## src/cssd_pkg.sv

```systemverilog
/*
  Shared constants and carriers for the shift and subtract decode unit:
  opcodes, instruction lengths, cycle counts and the packed structs that
  carry an instruction, the flags and the decoded operand fields.
  Assumes nothing beyond a SystemVerilog compiler.
*/
package cssd_pkg;

  // ***********************************************************************
  // Opcodes
  // ***********************************************************************
  localparam logic [7:0] OP_RR_REG    = 8'he0;
  localparam logic [7:0] OP_RR_IND    = 8'he1;
  localparam logic [7:0] OP_RRC_REG   = 8'hc0;
  localparam logic [7:0] OP_RRC_IND   = 8'hc1;
  localparam logic [7:0] OP_SRA_REG   = 8'hd0;
  localparam logic [7:0] OP_SRA_IND   = 8'hd1;
  localparam logic [7:0] OP_PREFIX    = 8'h1f;
  localparam logic [7:0] OP_SBC_FIRST = 8'h32;
  localparam logic [7:0] OP_SBC_LAST  = 8'h37;
  localparam logic [7:0] OP_SUB_FIRST = 8'h22;
  localparam logic [7:0] OP_SUB_LAST  = 8'h27;
  localparam logic [7:0] OP_EXTENDED_BORROW_MINUS_OP_EE   = 8'h38;
  localparam logic [7:0] OP_EXTENDED_BORROW_MINUS_OP_EI   = 8'h39;
  localparam logic [7:0] OP_SET_CARRY = 8'hdf;
  localparam logic [7:0] OP_BANK_LOAD = 8'h01;
  localparam logic [7:0] OP_STOP      = 8'h6f;

  // ***********************************************************************
  // Lengths in bytes and execution cycles
  // ***********************************************************************
  localparam logic [2:0] LEN_ONE   = 3'h1;
  localparam logic [2:0] LEN_TWO   = 3'h2;
  localparam logic [2:0] LEN_THREE = 3'h3;
  localparam logic [2:0] LEN_FOUR  = 3'h4;
  localparam logic [2:0] CYC_TWO   = 3'h2;
  localparam logic [2:0] CYC_THREE = 3'h3;
  localparam logic [2:0] LAST_CNT  = 3'h1;
  localparam logic [2:0] SUB_SHORT = 3'h3;
  localparam logic [3:0] WREG_HI   = 4'he;

  // ***********************************************************************
  // Carriers
  // ***********************************************************************
  typedef struct packed {
    logic [7:0] b0;
    logic [7:0] b1;
    logic [7:0] b2;
    logic [7:0] b3;
  } cssd_instr_t;

  typedef struct packed {
    logic c;
    logic z;
    logic s;
    logic v;
    logic d;
    logic h;
  } cssd_flags_t;

  typedef struct packed {
    logic [11:0]       dst_addr;
    logic [11:0]       src_addr;
    logic              dst_ind;
    logic              src_ind;
    logic              src_lit;
    logic [7:0]        literal_value;
    logic signed [7:0] disp;
  } cssd_opnd_t;

endpackage

```

## src/cssd_core.sv

```systemverilog
/*
  Decode and execute unit for the right rotates and shifts, subtract,
  subtract with borrow (plain and far-space forms), set carry, working
  bank pointer load and stop entry.
  Assumes the fetch stage presents all instruction bytes together with the
  already resolved destination and source values and the current flags.
*/
`timescale 1ns/1ps
`default_nettype none

// Notes on behaviour
// RULE1: Rotate right E0/E1: 2 bytes, 2 or 3 cycles, bit 0 to C, C Z S V set.
// RULE2: Rotate through carry C0/C1: 2 bytes, 2 or 3 cycles, C Z S V set.
// RULE3: Subtract with borrow 32 to 37 is dst - src - C and sets D to 1.
// RULE4: Far subtract with borrow 38/39: 4 bytes, 3 cycles, same flags.
// RULE5: Set carry DF forces C to 1, keeps other flags, 1 byte, 2 cycles.
// RULE6: Arithmetic shift right D0/D1: bit 0 to C, V cleared, 2 or 3 cycles.
// RULE7: Logical shift right 1F C0/C1: 3 bytes, S cleared, C Z V set.
// RULE8: Opcode 01 loads its literal into the bank pointer, flags kept.
// RULE9: Opcode 6F enters stop mode, one byte, two cycles, all flags kept.
// RULE10: Subtract 22 to 27 is dst - src, sets D to 1, 3 or 4 cycles.
// RULE11: Result flags follow the outcome; unaffected flags keep value.
// RULE12: Working fields 4 bits, register fields 8, displacements signed 8.
// RULE13: Subtract C and H are borrows from bits 7 and 3, V signed overflow.
module cssd_core #(
  parameter int unsigned CNT_W = 3
) (
  input  wire logic                 mclk,
  input  wire logic                 arst_n,
  input  wire logic                 in_valid,
  input  wire cssd_pkg::cssd_instr_t instr,
  input  wire logic [7:0]           dst_val,
  input  wire logic [7:0]           src_val,
  input  wire cssd_pkg::cssd_flags_t flags_in,
  output logic                      in_ready,
  output logic                      done,
  output logic [7:0]                res_q,
  output cssd_pkg::cssd_flags_t     flags_q,
  output cssd_pkg::cssd_opnd_t      opnd_q,
  output logic [2:0]                len_q,
  output logic [2:0]                cyc_q,
  output logic                      wr_res_q,
  output logic                      known_q,
  output logic                      stop_q,
  output logic [7:0]                working_bank_pointer_q
);

  // ***********************************************************************
  // Elaboration check
  // ***********************************************************************
  if (CNT_W < 3)
  begin : g_bad_cnt
    $error("CNT_W must hold the longest cycle count");
  end

  // ***********************************************************************
  // Opcode classification
  // ***********************************************************************
  logic [7:0] op;
  logic       pre;
  logic       rotate_right_op;
  logic       rotate_through_carry_op;
  logic       arith_shift_right_op;
  logic       logical_shift_right_op;
  logic       subtract_with_borrow_op;
  logic       subtract_op;
  logic       extended_borrow_minus_op;
  logic       set_carry_op;
  logic       bank_pointer_load_op;
  logic       stop_op;
  logic       shift_any;
  logic       sub_any;
  logic       known;
  logic [7:0] sh_byte;

  // Sort the first byte, or the byte after the prefix, into classes.
  assign op  = instr.b0;
  assign pre = (op == cssd_pkg::OP_PREFIX);
  assign rotate_right_op = (op == cssd_pkg::OP_RR_REG) ||
                           (op == cssd_pkg::OP_RR_IND); // [RULE1]
  assign rotate_through_carry_op = (op == cssd_pkg::OP_RRC_REG) ||
                                   (op == cssd_pkg::OP_RRC_IND); // [RULE2]
  assign arith_shift_right_op = (op == cssd_pkg::OP_SRA_REG) ||
                                (op == cssd_pkg::OP_SRA_IND); // [RULE6]
  assign logical_shift_right_op = pre && // [RULE7]
                                  ((instr.b1 == cssd_pkg::OP_RRC_REG) ||
                                   (instr.b1 == cssd_pkg::OP_RRC_IND));
  assign subtract_with_borrow_op = (op >= cssd_pkg::OP_SBC_FIRST) &&
                                   (op <= cssd_pkg::OP_SBC_LAST); // [RULE3]
  assign subtract_op = (op >= cssd_pkg::OP_SUB_FIRST) &&
                       (op <= cssd_pkg::OP_SUB_LAST); // [RULE10]
  assign extended_borrow_minus_op = (op == cssd_pkg::OP_EXTENDED_BORROW_MINUS_OP_EE) ||
                                    (op == cssd_pkg::OP_EXTENDED_BORROW_MINUS_OP_EI); // [RULE4]
  assign set_carry_op         = (op == cssd_pkg::OP_SET_CARRY); // [RULE5]
  assign bank_pointer_load_op = (op == cssd_pkg::OP_BANK_LOAD); // [RULE8]
  assign stop_op              = (op == cssd_pkg::OP_STOP); // [RULE9]
  assign shift_any = rotate_right_op || rotate_through_carry_op ||
                     arith_shift_right_op || logical_shift_right_op;
  assign sub_any   = subtract_with_borrow_op || subtract_op ||
                     extended_borrow_minus_op;
  assign known     = shift_any || sub_any || set_carry_op ||
                     bank_pointer_load_op || stop_op;
  assign sh_byte   = pre ? instr.b2 : instr.b1;

  // ***********************************************************************
  // Operand field decoding
  // ***********************************************************************
  // A 4-bit working field maps into the bank chosen by the pointer.
  function automatic logic [11:0] wreg(input logic [3:0] n,
                                       input logic [7:0] bp);
    wreg = {bp[3:0], bp[7:4], n};
  endfunction

  // An 8-bit field whose top nibble is E names a working register.
  function automatic logic [11:0] reg8(input logic [7:0] r,
                                       input logic [7:0] bp);
    reg8 = (r[7:4] == cssd_pkg::WREG_HI) ? wreg(r[3:0], bp) : {4'h0, r};
  endfunction

  logic [2:0]          var_sel;
  logic                wpair;
  logic                rpair;
  logic                rlit;
  cssd_pkg::cssd_opnd_t opnd;

  // The low opcode bits pick among the six subtract variants.
  assign var_sel = op[2:0];
  assign wpair   = (sub_any && !extended_borrow_minus_op) &&
                   (var_sel <= cssd_pkg::SUB_SHORT);
  assign rpair   = sub_any && !extended_borrow_minus_op && !wpair &&
                   !var_sel[1];
  assign rlit    = sub_any && !extended_borrow_minus_op && !wpair &&
                   var_sel[1];

  // Address fields for the write-back stage, widths by field kind.
  always_comb
  begin
    opnd               = '0;
    opnd.disp          = $signed(instr.b1); // [RULE12]
    opnd.literal_value = instr.b1;
    if (shift_any)
    begin
      opnd.dst_addr = reg8(sh_byte, working_bank_pointer_q); // [RULE12]
      opnd.dst_ind  = pre ? instr.b1[0] : op[0];
    end
    else if (wpair)
    begin
      opnd.dst_addr = wreg(instr.b1[7:4], working_bank_pointer_q); // [RULE12]
      opnd.src_addr = wreg(instr.b1[3:0], working_bank_pointer_q);
      opnd.src_ind  = var_sel[0];
    end
    else if (rpair)
    begin
      opnd.src_addr = reg8(instr.b1, working_bank_pointer_q); // [RULE12]
      opnd.dst_addr = reg8(instr.b2, working_bank_pointer_q);
      opnd.src_ind  = var_sel[0];
    end
    else if (rlit)
    begin
      opnd.dst_addr      = reg8(instr.b1, working_bank_pointer_q);
      opnd.dst_ind       = var_sel[0];
      opnd.src_lit       = 1'b1;
      opnd.literal_value = instr.b2;
    end
    else if (extended_borrow_minus_op)
    begin
      opnd.dst_addr = {instr.b2[3:0], instr.b3};
      opnd.src_addr = {instr.b1, instr.b2[7:4]};
      opnd.src_lit  = op[0]; // [RULE4]
    end
  end

  // ***********************************************************************
  // Length and cycle count
  // ***********************************************************************
  logic [2:0] len;
  logic [2:0] cyc;

  // Bytes and cycles for each class; indirect forms cost one cycle more.
  assign len = extended_borrow_minus_op ? cssd_pkg::LEN_FOUR :      // [RULE4]
               logical_shift_right_op   ? cssd_pkg::LEN_THREE :     // [RULE7]
               shift_any                ? cssd_pkg::LEN_TWO :       // [RULE1]
               wpair                    ? cssd_pkg::LEN_TWO :
               sub_any                  ? cssd_pkg::LEN_THREE :     // [RULE10]
               bank_pointer_load_op     ? cssd_pkg::LEN_TWO :       // [RULE8]
                                          cssd_pkg::LEN_ONE;        // [RULE5]
  assign cyc = extended_borrow_minus_op ? cssd_pkg::CYC_THREE :     // [RULE4]
               shift_any ? cssd_pkg::CYC_TWO + {2'h0, opnd.dst_ind} :
               sub_any   ? cssd_pkg::CYC_THREE + {2'h0, var_sel[0]} :
                           cssd_pkg::CYC_TWO; // [RULE5] [RULE9]

  // ***********************************************************************
  // Arithmetic and flags
  // ***********************************************************************
  logic [7:0] src_eff;
  logic       bin;
  logic [8:0] diff9;
  logic [4:0] half5;
  logic [7:0] res;
  cssd_pkg::cssd_flags_t nf;

  // Literal forms take the source from the instruction bytes.
  assign src_eff = opnd.src_lit ? opnd.literal_value : src_val;
  assign bin     = (subtract_with_borrow_op || extended_borrow_minus_op) &&
                   flags_in.c; // [RULE3]
  assign diff9   = {1'b0, dst_val} - {1'b0, src_eff} - {8'h00, bin};
  assign half5   = {1'b0, dst_val[3:0]} - {1'b0, src_eff[3:0]} -
                   {4'h0, bin}; // [RULE13]

  // Result and new flags; untouched flags pass through unchanged.
  always_comb
  begin
    nf  = flags_in; // [RULE11]
    res = dst_val;
    if (rotate_right_op)
      res = {dst_val[0], dst_val[7:1]}; // [RULE1]
    else if (rotate_through_carry_op)
      res = {flags_in.c, dst_val[7:1]}; // [RULE2]
    else if (arith_shift_right_op)
      res = {dst_val[7], dst_val[7:1]}; // [RULE6]
    else if (logical_shift_right_op)
      res = {1'b0, dst_val[7:1]}; // [RULE7]
    else if (sub_any)
      res = diff9[7:0];
    if (shift_any)
    begin
      nf.c = dst_val[0];
      nf.z = (res == 8'h00);
      nf.s = res[7];
      nf.v = res[7] ^ dst_val[7];
      if (arith_shift_right_op)
        nf.v = 1'b0; // [RULE6]
    end
    if (sub_any)
    begin
      nf.c = diff9[8]; // [RULE13]
      nf.z = (res == 8'h00);
      nf.s = res[7];
      nf.v = (dst_val[7] ^ src_eff[7]) & (res[7] ^ dst_val[7]); // [RULE13]
      nf.d = 1'b1; // [RULE10]
      nf.h = half5[4]; // [RULE13]
    end
    if (set_carry_op)
      nf.c = 1'b1; // [RULE5]
  end

  // ***********************************************************************
  // Sequencer
  // ***********************************************************************
  typedef enum logic [0:0] {
    CSSD_IDLE = 1'b0,
    CSSD_EXEC = 1'b1
  } cssd_state_t;

  cssd_state_t      st_q;
  logic [CNT_W-1:0] cnt_q;
  logic             fire;
  logic             last;

  // One instruction at a time; done marks the final execution cycle.
  assign in_ready = (st_q == CSSD_IDLE);
  assign fire     = in_valid && in_ready;
  assign last     = (cnt_q == CNT_W'(cssd_pkg::LAST_CNT));
  assign done     = (st_q == CSSD_EXEC) && last;

  // State and cycle counter.
  always_ff @(posedge mclk or negedge arst_n)
  begin
    if (!arst_n)
    begin
      st_q  <= CSSD_IDLE;
      cnt_q <= '0;
    end
    else
    begin
      unique case (st_q)
        CSSD_IDLE:
        begin
          if (fire)
          begin
            st_q  <= CSSD_EXEC;
            cnt_q <= CNT_W'(cyc - cssd_pkg::LAST_CNT);
          end
        end
        CSSD_EXEC:
        begin
          cnt_q <= cnt_q - CNT_W'(cssd_pkg::LAST_CNT);
          if (last)
            st_q <= CSSD_IDLE;
        end
      endcase
    end
  end

  // Results are captured when the instruction is taken.
  always_ff @(posedge mclk or negedge arst_n)
  begin
    if (!arst_n)
    begin
      res_q    <= '0;
      flags_q  <= '0;
      opnd_q   <= '0;
      len_q    <= '0;
      cyc_q    <= '0;
      wr_res_q <= 1'b0;
      known_q  <= 1'b0;
      stop_q   <= 1'b0;
    end
    else if (fire)
    begin
      res_q    <= res;
      flags_q  <= nf;
      opnd_q   <= opnd;
      len_q    <= len;
      cyc_q    <= cyc;
      wr_res_q <= shift_any || sub_any;
      known_q  <= known;
      stop_q   <= stop_op; // [RULE9]
    end
  end

  // Working bank pointer, loaded from the literal byte.
  always_ff @(posedge mclk or negedge arst_n)
  begin
    if (!arst_n)
      working_bank_pointer_q <= '0;
    else if (fire && bank_pointer_load_op)
      working_bank_pointer_q <= instr.b1; // [RULE8]
  end
endmodule

`default_nettype wire

```

## config.mk

```make
export PLATFORM = sky130hd
export DESIGN_NAME = cssd_core
export DESIGN_NICKNAME = d
export VERILOG_FILES = /design/src/cssd_pkg.sv /design/src/cssd_core.sv
export SDC_FILE = /design/constraint.sdc
export NUM_CORES = 1
export LEC_CHECK = 0
export BUFFER_PORTS_ARGS = -buffer_cell sky130_fd_sc_hd__buf_2
export CAP_MARGIN = 20
export CORE_MARGIN = 2
export CORE_UTILIZATION = 45
export DETAILED_ROUTE_END_ITERATION = 16
export GPL_TIMING_DRIVEN = 0
export PLACE_DENSITY = 0.69
export SLEW_MARGIN = 20
export SYNTH_ARGS = -nofsm -noshare
export SYNTH_HDL_FRONTEND = slang
export SYNTH_SLANG_ARGS = --single-unit
```

## constraint.sdc

```tcl
create_clock -name mclk -period 2 [get_ports mclk]
set_clock_uncertainty 0.1 [all_clocks]
set_input_delay 0.1 -clock mclk [delete_from_list [all_inputs] [get_ports mclk]]
set_output_delay 0.1 -clock mclk [all_outputs]
set_load 0.05 [all_outputs]
```

### Yosys cells after proc, flatten, opt, wreduce, memory -nomap -nowiden

Cells that the tools add are included.

* register bits: 78
* latch bits: 0
* memory bits (writable): 0
* memory bits (read-only): 0
* output and inout port bits: 76
* logic and storage cells: 137
* memories: 0

* add/sub/neg operators: 8
* multipliers: 0
* div/mod/pow operators: 0
* order comparisons: 5
* eq/ne operators: 19
* shifts and indexed selects: 0
* mux-type cells: 48
* bitwise operators: 4
* reduce and logical (&&, ||, !) cells: 31

Operators by type and width (number)
* two-way mux 12 bit: 7
* == test 8 bit, second input constant: 9
* two-way mux 24 bit: 3
* two-way mux 8 bit: 8
* two-way mux 9 bit: 2
* == test 8 x 6 -> 1 bit, second input constant: 2
* greater-or-equal comparator 8 x 6 -> 1 bit, second input constant: 2
* less-or-equal comparator 8 x 6 -> 1 bit, second input constant: 2
* logical OR 1 bit: 15
* two-way mux 3 bit: 5
* two-way mux 1 bit: 13
* == test 4 bit, second input constant: 3
* logical AND 1 bit: 12
* two-way mux 10 bit: 1
* two-way mux 2 bit: 5
* subtractor 8 x 8 -> 9 bit: 1
* subtractor 9 x 1 -> 9 bit: 1
* == test 8 x 1 -> 1 bit, second input constant: 1
* == test 8 x 5 -> 1 bit, second input constant: 1
* == test 8 x 7 -> 1 bit, second input constant: 1
* zero test 8 bit: 1
* adder 2 x 1 -> 3 bit, first input constant: 2
* two-way mux 6 bit: 1
* case mux 3 bit (2 select lines): 1
* 12 further kinds: 16

### Depth between registers and ports, before layout

Gate-level depths: netlist of run 1.

* depth in word-level cells: 26
* depth in mapped cells: 18

### Worst setup path after synthesis of run 1

No wires, ideal clock.

* path type: input port to flip-flop
* start point: in instr[31] (netlist name)
* end point: reg flags_q[4] (netlist name)
* arrival time: 3.853 ns
* path slack: -2.045 ns
* stages: 18
* path buffers: 2
* path through: buf_2 nor3b_1 and4_1 nand2_1 a21oi_2 clkbuf_1 a21oi_1 fa_1 inv_1 ha_1 nor2_1 fa_1 a21boi_0 nor2_1 xnor2_1 a221oi_1 nand4_1 o31ai_2

* cells in the longest elaborated chain, start to end: 24

RTL lines
* start, declared: line cssd_core.sv:31 `input wire cssd_pkg::cssd_instr_t instr,`
* greater-or-equal comparator 8 x 6 -> 1 bit, or another cell as far along: line cssd_core.sv:88 `assign subtract_with_borrow_op = (op >= cssd_pkg::OP_SBC_FIRST) &&`
* logical AND 1 bit, on equally long branches: line cssd_core.sv:88, cssd_core.sv:90
* logical OR 1 bit (2 in series): line cssd_core.sv:99 `assign sub_any = subtract_with_borrow_op || subtract_op ||`
* logical AND 1 bit: line cssd_core.sv:128, cssd_core.sv:130, cssd_core.sv:132
* logical AND 1 bit: line cssd_core.sv:128 `assign wpair = (sub_any && !extended_borrow_minus_op) &&`
* zero test 1 bit: line cssd_core.sv:130, cssd_core.sv:132
* logical AND 1 bit: line cssd_core.sv:130, cssd_core.sv:132
* logical AND 1 bit: line cssd_core.sv:132 `assign rlit = sub_any && !extended_borrow_minus_op && !wpair &&`
* [... 7 more ...]
* two-way mux 8 bit: line cssd_core.sv:223 `else if (sub_any)`
* two-way mux 8 bit: line cssd_core.sv:221 `else if (logical_shift_right_op)`
* two-way mux 8 bit: line cssd_core.sv:219 `else if (arith_shift_right_op)`
* two-way mux 8 bit: line cssd_core.sv:217 `else if (rotate_through_carry_op)`
* two-way mux 8 bit: line cssd_core.sv:215 `if (rotate_right_op)`
* zero test 8 bit: line cssd_core.sv:228, cssd_core.sv:237
* two-way mux 4 bit: line cssd_core.sv:225 `if (shift_any)`
* two-way mux 6 bit *: line cssd_core.sv:234 `if (sub_any)`
* end signal, assigned: line cssd_core.sv:312 `flags_q <= nf;`
* end, declared: line cssd_core.sv:38 `output cssd_pkg::cssd_flags_t flags_q,`

Mark *: on every way between the ends. The rest lies on a longest branch, timed or not.
A chain may end at the register's enable or synchronous reset.

### Worst setup path in the final report of run 1

* start point: in instr[27] (netlist name)
* end point: reg flags_q[4] (netlist name)

Same word-level chain as after synthesis.

==> flow_metrics.py, run 1 <==
metrics = {
    "setup_path": {
        "crit_buf_inv": 3,
        "cp.required_ns": 2.19,
        "reg2regPathDepth": 4,
        "cp.arrival_ns": 3.55,
        "crit_fanout": 9,
        "cp_cell_sequence": "buf_4 -> nor4b_4 -> buf_4 -> nand3_4 -> mux2i_4 -> a21oi_4 -> fa_2 -> inv_2 -> ha_4 -> nor2_4 -> fa_2 -> a21boi_2 -> o221a_2 -> xor2_1 -> a221oi_2 -> nand2_1 -> o31ai_2",
        "cp-end-kind": "flop",
        "critPathKind": "input pin to flop",
        "cp_slowest_cell": "fa_2",
        "cp.depth": 17,
        "crit_family": "compound AO/OA/AOI/OAI gates",
        "crit_path_start_kind": "input pin",
        "cpPeakStageDelay_ns": 0.48,
    },
    "timing": {
        "timing.final.ws_setup_ns": -1.36,
        "min_period_over_period_pct": 168,
        "final-hold-violation-count": 0,
        "rsz0062_at_grt": "yes",
        "fmax_mhz": 297,
        "worst_slew_pin_slew_ns": 0.691,
        "final-max-slew-violation-count": 0,
        "setup_violations": 13,
        "slew_headroom_pct": 53.6,
        "min_period_ns": 3.36,
    },
    "hold_path": {
        "min_path_type": "input pin to flop",
        "hold_path_depth": 3,
    },
    "status": {
        "status": "complete, but fails checks",
        "violations": "negative setup slack",
    },
    "clocking": {
        "cts-buffers-inserted": 9,
        "h-tree-depth": 3,
        "clkTransAtPathRegs_ns": 0.09,
        "cts_sinks": 78,
        "clk_latency_ns": 0.37,
        "root_buffer": "clkbuf_8",
        "cts_tree": "done",
        "clock_path_buffers": 2,
    },
    "logic_synthesis": {
        "synth_flop_cell": "dfrtp_1",
        "netlist_top_cells_area": "dfrtp_1 (41%), nand2_1 (7.9%), nor2_1 (5.5%)",
        "seq_area_frac_synth_pct": 40.6,
        "yosysWarnings": 0,
        "synthArstFlopShare_pct": 100,
        "yosysUniqueCellTypes": 62,
        "synth_area_mm2": 0.00481,
        "synth-edff-count": 0,
        "avgSynthCellArea_um2": 8.51,
        "synth_top_area_share_pct": 40.6,
        "yosysTopAreaCell": "dfrtp_1",
        "syn_nets": 641,
        "syn_inst": 565,
        "ys_ff_latch": 78,
    },
    "power": {
        "ir_drop_mv": 0.955,
        "p_int_w": 0.00382,
        "seqPwrFrac_pct": 30.8,
        "p_per_area_mw_per_mm2": 1210,
        "total_power_w": 0.00821,
        "power.share.clock_pct": 13.9,
        "pwr-share-comb_pct": 55.3,
        "power.leakage_nw": 3.26,
        "p_sw_share_pct": 53.4,
        "switchingPower_w": 0.00439,
    },
    "grt": {
        "grt_max_degree": 47,
        "grt-ovfl-total": 0,
        "grt_pass1_vias": 4866,
        "grt.total_usage_pct": 30.6,
        "antenna_found_initial": 0,
        "grt_pass1_wl_mm": 26.7,
    },
    "placement": {
        "dp_hpwl_mm": 12.8,
        "place_congestion": 0.997,
        "place_area_mm2": 0.00575,
        "io_buffer_count": 123,
    },
    "detailed_routing": {
        "via_per_inst": 5.84,
        "ant_nets": 0,
        "via_count": 5208,
        "wl_per_cell_um": 19.7,
        "drt_iter0_drc": 715,
        "wirelength_mm": 17.6,
        "dr.pass1.iters": 5,
        "drc": 0,
    },
    "final_layout": {
        "design_area_mm2": 0.00678,
        "mostFrequentLayoutCells": "buf_2 (124), nand2_1 (97), dfrtp_1 (77)",
        "final_nets": 827,
        "syn_to_final_growth_pct": 40.8,
        "diodes": 0,
        "drive_above_1_share_pct": 36.0,
        "final_common_cell": "buf_2",
    },
    "die": {
        "dieWidth_um": 107,
        "ios": 133,
        "core_area_mm2": 0.0104,
        "fp-row-count": 37,
        "start_util_pct": 46.4,
        "die-area_mm2": 0.0115,
        "die_h_um": 107,
    },
    "job": {
        "maxCapViolations": 0,
    },
}
==> sequential cells by signal, indices dropped and copies added, names as in the netlist <==
signal                  flops
opnd_q                     43
res_q                       8
working_bank_pointer_q      8
flags_q                     6
cnt_q                       3
cyc_q                       3
len_q                       3
known_q                     1
st_q                        1
stop_q                      1
wr_res_q                    1
==> cell type report <==
type | count | area [um2]
inverters | 25 | 93.8
plain buffers | 37 | 233
well taps | 136 | 170
flip-flops and latches | 78 | 1950
fillers | 898 | 3590
multi-input cells | 424 | 3010
repair buffers | 176 | 1130
clock inverters | 7 | 55.1
clock buffers | 9 | 124
==> worst register-to-register path, delay by kind of cell (launching register included) <==
family           cells  cell delay, ns
AO/OA/AOI/OAI        3            0.62
flip-flops           1            0.45
AND/OR/NAND/NOR      1            0.61
==> final timing paths <==
kind	from	endpoint	slack, ns
worst min register to register	opnd_q[12]$_DFFE_PN0P_	opnd_q[12]$_DFFE_PN0P_	0.38
max in group asynchronous	arst_n	opnd_q[35]$_DFFE_PN0P_	1.09
worst min-delay path	instr[24]	opnd_q[18]$_DFFE_PN0P_	0.008
worst max register to register	working_bank_pointer_q[7]$_DFFE_PN0P_	opnd_q[38]$_DFFE_PN0P_	0.08
worst max-delay path	instr[27]	flags_q[4]$_DFFE_PN0P_	-1.36
min in group asynchronous	arst_n	res_q[0]$_DFFE_PN0P_	0.11
==> stage by stage <==
step	instances	hold WS [ns]	utilization (%)	setup slack [ns]	setup TNS [ns]
floorplan	565	-0.296	-	-1.46	-14.94
global placement	824	0.291	55.2	-2.22	-33.93
detailed placement	825	-0.0152	55.5	-2.27	-34.28
CTS	871	0.0106	61.5	-1.35	-13.64
global route	892	0.0319	65.3	-1.51	-15.66
finish	892	0.00795	65.3	-1.36	-13.83
==> power by group through the flow <==
stage          clock (W)  combinational, W  sequential, W
2_1_floorplan          0           0.00126        0.00444
3_3_place_gp           0           0.00423        0.00251
3_5_place_dp           0           0.00430        0.00255
4_1_cts          0.00116           0.00440        0.00253
5_1_grt          0.00121           0.00485        0.00260
6_report         0.00114           0.00454        0.00253
==> cells in the mapped netlist (3+ instances only) <==
library cell	n
a21o_1	8
nor2_1	71
and4_1	5
nor4_1	3
o31ai_1	4
inv_1	25
xor2_1	6
xnor2_1	4
nor3_1	4
a22oi_1	9
nand3_1	4
or3_1	3
a41oi_1	7
clkbuf_1	30
nand2_1	101
a221oi_1	20
a31oi_1	3
a21oi_1	28
nand4_1	4
ha_1	17
o21ai_0	45
buf_2	4
dfrtp_1	78
mux2i_1	13
a211oi_1	3
mux2_2	11
o22ai_1	5
==> cell families after synthesis <==
kind of cell | Yosys count | share of synthesized area (%)
AO/OA/AOI/OAI | 155 | 21.5
XOR/XNOR | 10 | 1.82
adder cells (fa/ha/maj) | 19 | 5.25
buffers and inverters | 63 | 5.33
flip-flops | 78 | 40.6
multiplexers | 24 | 5.28
AND/OR/NAND/NOR | 216 | 20.3
==> timing repair <==
action                                 CTS  global route
hold buffers                            19             0
pin swaps                               17            30
buffers inserted                        12            21
resized for setup                       41            63
setup endpoints to repair               48            35
endpoints found under the hold margin   98             0
==> routing by layer <==
metal / vias to the layer above / GRT usage (%) / routed length [um]
met5: - / 0 / 0
met2: 293 / 45.7 / 7690
met4: 0 / 9.71 / 555
met3: 45 / 5.81 / 1610
li1: 2392 / - / -
met1: 2478 / 44.7 / 7720
Power figures use the tool's default switching activity.
==> inputs of run 2 (changes only) <==
--- a/config.mk
+++ b/config.mk
@@ -8,8 +8,7 @@
 export BUFFER_PORTS_ARGS = -buffer_cell sky130_fd_sc_hd__buf_2
 export CAP_MARGIN = 20
-export CORE_MARGIN = 2
+export CORE_MARGIN = 3
 export CORE_UTILIZATION = 45
 export DETAILED_ROUTE_END_ITERATION = 16
-export GPL_TIMING_DRIVEN = 0
 export PLACE_DENSITY = 0.69
 export SLEW_MARGIN = 20
==> constraint.sdc (replaced) <==
create_clock -name mclk -period 2 [get_ports mclk]
set_clock_uncertainty 0.1 [all_clocks]
set_input_delay 0.2 -clock mclk [delete_from_list [all_inputs] [get_ports mclk]]
set_output_delay 0.2 -clock mclk [all_outputs]
set_load 0.05 [all_outputs]
==> run 2 against run 1 <==
Effect of this change: the flow still finishes with violations (negative setup slack); register-to-register slack barely moved; routed wire length up 3.4%; cell count rose by 7.5%; power rose by 1.5%; design area increased by 9.0%; non-clock buffer count up 67; worst hold slack improved by 0.0011 ns; sequential cell count did not move; sequential power about the same; fmax is 2.9% higher; count of clock-buffer cells in the layout stayed put; worst setup slack improved by 0.096 ns; critical path type unchanged.
==> flow_metrics.py, run 2 (synthesized netlist as in run 1, its figures left out) <==
metrics = {
    "status": {
        "status": "complete, but fails checks",
        "violations": "negative setup slack",
    },
    "clocking": {
        "cts-buffers-inserted": 9,
        "clkTransAtPathRegs_ns": 0.08,
        "root_buffer": "clkbuf_8",
        "cts_tree": "done",
        "h-tree-depth": 3,
        "clk_latency_ns": 0.37,
        "clock_path_buffers": 2,
        "cts_sinks": 78,
    },
    "die": {
        "core_area_mm2": 0.0104,
        "dieWidth_um": 109,
        "fp-row-count": 37,
        "die-area_mm2": 0.0120,
        "start_util_pct": 46.4,
        "die_h_um": 109,
        "ios": 133,
    },
    "final_layout": {
        "mostFrequentLayoutCells": "buf_4 (129), buf_2 (127), nand2_1 (95)",
        "top_regs": "opnd_q: 43 flops, res_q: 8 flops, working_bank_pointer_q: 8 flops",
        "fill_cells": 817,
        "largest_reg_flops": 43,
        "final_common_cell": "buf_4",
        "final_nets": 894,
        "diodes": 0,
        "regMostFlops": "opnd_q",
        "design_area_mm2": 0.00739,
        "drive_above_1_share_pct": 47.5,
        "syn_to_final_growth_pct": 53.6,
    },
    "detailed_routing": {
        "drc": 0,
        "wl_per_cell_um": 18.9,
        "dr.pass1.iters": 5,
        "drt_iter0_drc": 507,
        "via_count": 5445,
        "via_per_inst": 5.68,
        "ant_nets": 0,
        "wirelength_mm": 18.2,
    },
    "grt": {
        "antenna_found_initial": 0,
        "grt-ovfl-total": 0,
        "grt.total_usage_pct": 29.5,
        "grt_pass1_vias": 5092,
        "grt_max_degree": 55,
        "grt_pass1_wl_mm": 26.9,
    },
    "timing": {
        "min_period_ns": 3.27,
        "final-hold-violation-count": 0,
        "fmax_mhz": 306,
        "fin_tns_setup_ns": -13.92,
        "timing.final.ws_setup_ns": -1.27,
        "setup_violations": 18,
        "slew_headroom_pct": 65.1,
        "holdWs_ns": 0.00907,
        "worst_slew_pin_slew_ns": 0.523,
        "final-max-slew-violation-count": 0,
        "min_period_over_period_pct": 163,
        "rsz0062_at_grt": "yes",
    },
    "power": {
        "p_per_area_mw_per_mm2": 1130,
        "power.leakage_nw": 3.69,
        "ir_drop_mv": 0.948,
    },
    "setup_path": {
        "cp_slowest_cell": "fa_1",
        "critPathKind": "input pin to flop",
        "crit_top_cell": "nor2_2",
        "cp.arrival_ns": 3.45,
        "cpPeakStageDelay_ns": 0.47,
        "crit_path_start_kind": "input pin",
        "cp.required_ns": 2.18,
        "crit_fanout": 4,
        "cp-end-kind": "flop",
        "cp_cell_sequence": "buf_8 -> nor3b_4 -> and4_4 -> nand2_4 -> a21oi_4 -> nor2_2 -> a21oi_2 -> fa_1 -> inv_2 -> ha_4 -> nor2_2 -> fa_2 -> a21boi_2 -> o221a_2 -> xor2_1 -> a221oi_2 -> nand2_1 -> o31ai_2",
    },
    "job": {
        "maxCapViolations": 0,
    },
    "placement": {
        "place_area_mm2": 0.00653,
        "place_congestion": 1.04,
        "dp_hpwl_mm": 13.3,
        "io_buffer_count": 132,
    },
    "hold_path": {
        "min_path_type": "input pin to flop",
    },
}
-- run 2: cell count changes in the layout (fill, tap and decap cells not counted), moves of 3 or more --
cell | before | now
buf_2 | 124 | 127
buf_6 | 4 | 12
buf_4 | 29 | 129
dlygate4sd3_1 | 19 | 5
ha_4 | 5 | 2
mux2i_4 | 5 | 1
clkbuf_2 | 7 | 0
clkbuf_1 | 17 | 0
a21oi_1 | 22 | 16
mux2i_2 | 0 | 3
a21oi_2 | 4 | 12
-- run 2: per-stage QoR --
stage	setup slack, ns	utilization (%)	cells	power (W)
2_1_floorplan	-1.56	-	565	0.00570
3_3_place_gp	-1.53	63.0	915	0.00695
3_5_place_dp	-1.66	63.0	915	0.00702
4_1_cts	-1.19	67.2	941	0.00824
5_1_grt	-1.43	71.2	959	0.00882
6_report	-1.27	71.2	959	0.00833
-- run 2: repair_timing --
item / in CTS / in global routing
pin swaps: 25 / 28
hold endpoints to repair: 41 / 0
hold buffers: 5 / 0
endpoints found under the setup margin: 23 / 22
buffers inserted: 7 / 17
resized for setup: 41 / 62
cloned: 0 / 2
-- run 2: critical path, delay by kind of cell --
family | cells | cell delay, ns
AOI/OAI and AO/OA | 6 | 1.17
adders and majority gates | 3 | 0.97
and+or+nand+nor | 6 | 0.81
buffers and inverters | 2 | 0.20
xor gates and xnor gates | 1 | 0.09
-- run 2: routing by layer --
| metal | global-route usage [%] | vias up | wire length [um] |
|---|---|---|---|
| met5 | 0 | - | 0 |
| met3 | 6.17 | 39 | 1600 |
| met2 | 44.1 | 273 | 8560 |
| met4 | 9.44 | 0 | 362 |
| li1 | - | 2524 | - |
| met1 | 42.8 | 2609 | 7650 |
-- run 2: worst paths after layout --
| kind | startpoint | end | slack [ns] | cells past startpoint |
|---|---|---|---|---|
| min reg2reg | flags_q[1]$_DFFE_PN0P_ | flags_q[1]$_DFFE_PN0P_ | 0.38 | 2 |
| min in group asynchronous | arst_n | opnd_q[22]$_DFFE_PN0P_ | 0.23 | 2 |
| max reg2reg | working_bank_pointer_q[7]$_DFFE_PN0P_ | opnd_q[38]$_DFFE_PN0P_ | 0.08 | 4 |
| max | instr[30] | flags_q[4]$_DFFE_PN0P_ | -1.27 | 18 |
| max in group asynchronous | arst_n | res_q[0]$_DFFE_PN0P_ | 0.96 | 3 |
| min | flags_in[0] | flags_q[0]$_DFFE_PN0P_ | 0.009 | 3 |
-- run 2: cell type report --
| type | count | area, um2 | area share, % |
|---|---|---|---|
| multi-input combinational | 424 | 3080 | 41.6 |
| sequential | 78 | 1950 | 26.4 |
| timing repair buffer | 280 | 1910 | 25.9 |
| tap | 136 | 170 | 2.30 |
| clock buffer | 9 | 124 | 1.68 |
| inverter | 25 | 93.8 | 1.27 |
| clock inverter | 7 | 57.6 | 0.779 |
-- run 2: where the power goes --
part	switching, W	total, W	internal, W
clock	0.000657	0.00112	0.000465
sequential	0.000355	0.00253	0.00218
combinational	0.00338	0.00468	0.00130
total	0.00439	0.00833	0.00394
==> inputs of run 3 (changes only) <==
SKIP_CTS_REPAIR_TIMING = 1   (was not set)
TNS_END_PERCENT = 10   (was not set)
==> run 3 against run 2 <==
Effect of this change: the run still ends with negative setup slack left; register-to-register slack worse by 0.07 ns; fmax is 1.4% higher; first-iteration DRC count shrank 8.1%; worst hold slack worse by 0.0032 ns; via count down 3.6%; non-clock buffer count shrank 29; combinational power fell by 3%; design area shrank 6.9%.
==> flow_metrics.py, run 3 (synthesized netlist as in run 1, its figures left out) <==
metrics = {
    "die": {
        "dieWidth_um": 109,
        "die_h_um": 109,
        "fp-row-count": 37,
        "ios": 133,
        "core_area_mm2": 0.0104,
        "die-area_mm2": 0.0120,
        "start_util_pct": 46.4,
    },
    "setup_path": {
        "cp-end-kind": "flop",
        "crit_path_start_kind": "input pin",
        "cp.required_ns": 2.17,
        "critPathKind": "input pin to flop",
        "crit_fanout": 8,
        "cp.arrival_ns": 3.39,
    },
    "final_layout": {
        "final_common_cell": "buf_2",
        "drive_above_1_share_pct": 40.9,
        "final_nets": 865,
        "largest_reg_flops": 43,
        "mostFrequentLayoutCells": "buf_2 (128), buf_4 (115), nand2_1 (97)",
        "diodes": 0,
        "regMostFlops": "opnd_q",
        "top_regs": "opnd_q: 43 flops, res_q: 8 flops, working_bank_pointer_q: 8 flops",
        "syn_to_final_growth_pct": 42.9,
    },
    "power": {
        "p_sw_share_pct": 51.2,
        "seqPwrFrac_pct": 29.8,
        "power.leakage_nw": 3.52,
        "p_int_w": 0.00412,
        "p_per_area_mw_per_mm2": 1230,
        "power.share.clock_pct": 16.3,
        "switchingPower_w": 0.00432,
        "pwr-share-comb_pct": 53.9,
        "ir_drop_mv": 0.829,
    },
    "placement": {
        "post-place-ws_ns": -1.63,
        "place_congestion": 0.991,
        "dp_hpwl_mm": 13.6,
        "io_buffer_count": 132,
    },
    "detailed_routing": {
        "wl_met3_mm": 1.28,
        "dr.pass1.iters": 5,
        "ant_nets": 0,
        "via_per_inst": 5.64,
        "drc": 0,
        "via_count": 5248,
        "top_layer": "met4",
        "wl_met1_mm": 7.90,
        "wl_per_cell_um": 18.7,
        "wirelength_mm": 17.4,
        "dr_wl_met2_mm": 7.86,
        "drt_iter0_drc": 466,
    },
    "timing": {
        "min_period_ns": 3.22,
        "rsz0062_at_grt": "yes",
        "holdWs_ns": 0.00584,
        "final-hold-violation-count": 0,
        "final-max-slew-violation-count": 0,
        "slew_headroom_pct": 60.8,
        "fmax_mhz": 310,
        "worst_slew_pin_slew_ns": 0.584,
        "setup_violations": 23,
        "min_period_over_period_pct": 161,
        "timing.final.ws_setup_ns": -1.22,
    },
    "grt": {
        "grt_pass1_vias": 4898,
        "grt_max_degree": 41,
        "grt-ovfl-total": 0,
        "grt.total_usage_pct": 29.0,
        "grt_pass1_wl_mm": 26.3,
        "antenna_found_initial": 0,
    },
    "hold_path": {
        "min_path_type": "input pin to flop",
    },
    "clocking": {
        "cts_sinks": 78,
        "cts-buffers-inserted": 9,
        "clk_latency_ns": 0.36,
        "cts_tree": "done",
        "clock_path_buffers": 2,
        "root_buffer": "clkbuf_8",
        "h-tree-depth": 3,
        "clkTransAtPathRegs_ns": 0.08,
    },
    "status": {
        "violations": "negative setup slack",
        "status": "complete, but fails checks",
    },
    "job": {
        "maxCapViolations": 0,
    },
}
==> run 3: layout make-up <==
| class | instances | area [um2] |
|---|---|---|
| repair buffers | 251 | 1610 |
| clock inverters | 7 | 103 |
| multi-input cells | 424 | 2820 |
| clock buffers | 9 | 124 |
| well taps | 136 | 170 |
| flip-flops and latches | 78 | 1950 |
| inverters | 25 | 93.8 |
| fillers | 934 | 3490 |
==> run 3: metal layers <==
layer / vias to the layer above / GRT usage [%]
met5: - / 0
met4: 0 / 7.66
met3: 31 / 5.40
met2: 251 / 43.5
met1: 2501 / 42.9
li1: 2465 / -
==> run 3: critical path, stage by stage <==
cell	delay [ns]
buf_2	0.12
buf_4	0.15
o21ba_2	0.26
nand2_2	0.09
a21oi_4	0.16
a21oi_4	0.06
nor2_2	0.12
a21oi_2	0.04
fa_1	0.46
inv_1	0.08
ha_2	0.18
nor2_2	0.04
fa_2	0.35
a21boi_2	0.17
o221a_2	0.24
xor2_1	0.09
a221oi_2	0.29
nand2_1	0.10
o31ai_2	0.18
==> run 3: stage by stage <==
stage	TNS, ns	area (um2)	utilization (%)	instances	total power (W)
3_5_place_dp	-28.03	6430	62.1	909	0.00699
2_1_floorplan	-17.12	4890	-	565	0.00568
3_3_place_gp	-26.66	6430	62.1	909	0.00692
4_1_cts	-15.36	6660	64.2	925	0.00839
6_report	-13.69	6880	66.3	930	0.00844
5_1_grt	-16.74	6880	66.3	930	0.00893
==> run 3: worst paths after layout <==
check,start,cells past startpoint,endpoint,slack (ns)
min reg2reg,flags_q[1]$_DFFE_PN0P_,2,flags_q[1]$_DFFE_PN0P_,0.37
max,instr[27],19,flags_q[4]$_DFFE_PN0P_,-1.22
min,flags_in[0],3,flags_q[0]$_DFFE_PN0P_,0.006
max reg2reg,working_bank_pointer_q[7]$_DFFE_PN0P_,4,opnd_q[38]$_DFFE_PN0P_,0.01
min in group asynchronous,arst_n,2,opnd_q[25]$_DFFE_PN0P_,0.26
max in group asynchronous,arst_n,3,flags_q[2]$_DFFE_PN0P_,0.94
==> run 3: power groups by stage <==
stage	sequential, W	clock (W)	combinational, W
final	0.00251	0.00138	0.00455
after global routing	0.00259	0.00147	0.00487
after CTS	0.00252	0.00142	0.00446
after detailed placement	0.00254	0	0.00444
after global placement	0.00251	0	0.00440
after floorplan	0.00444	0	0.00124
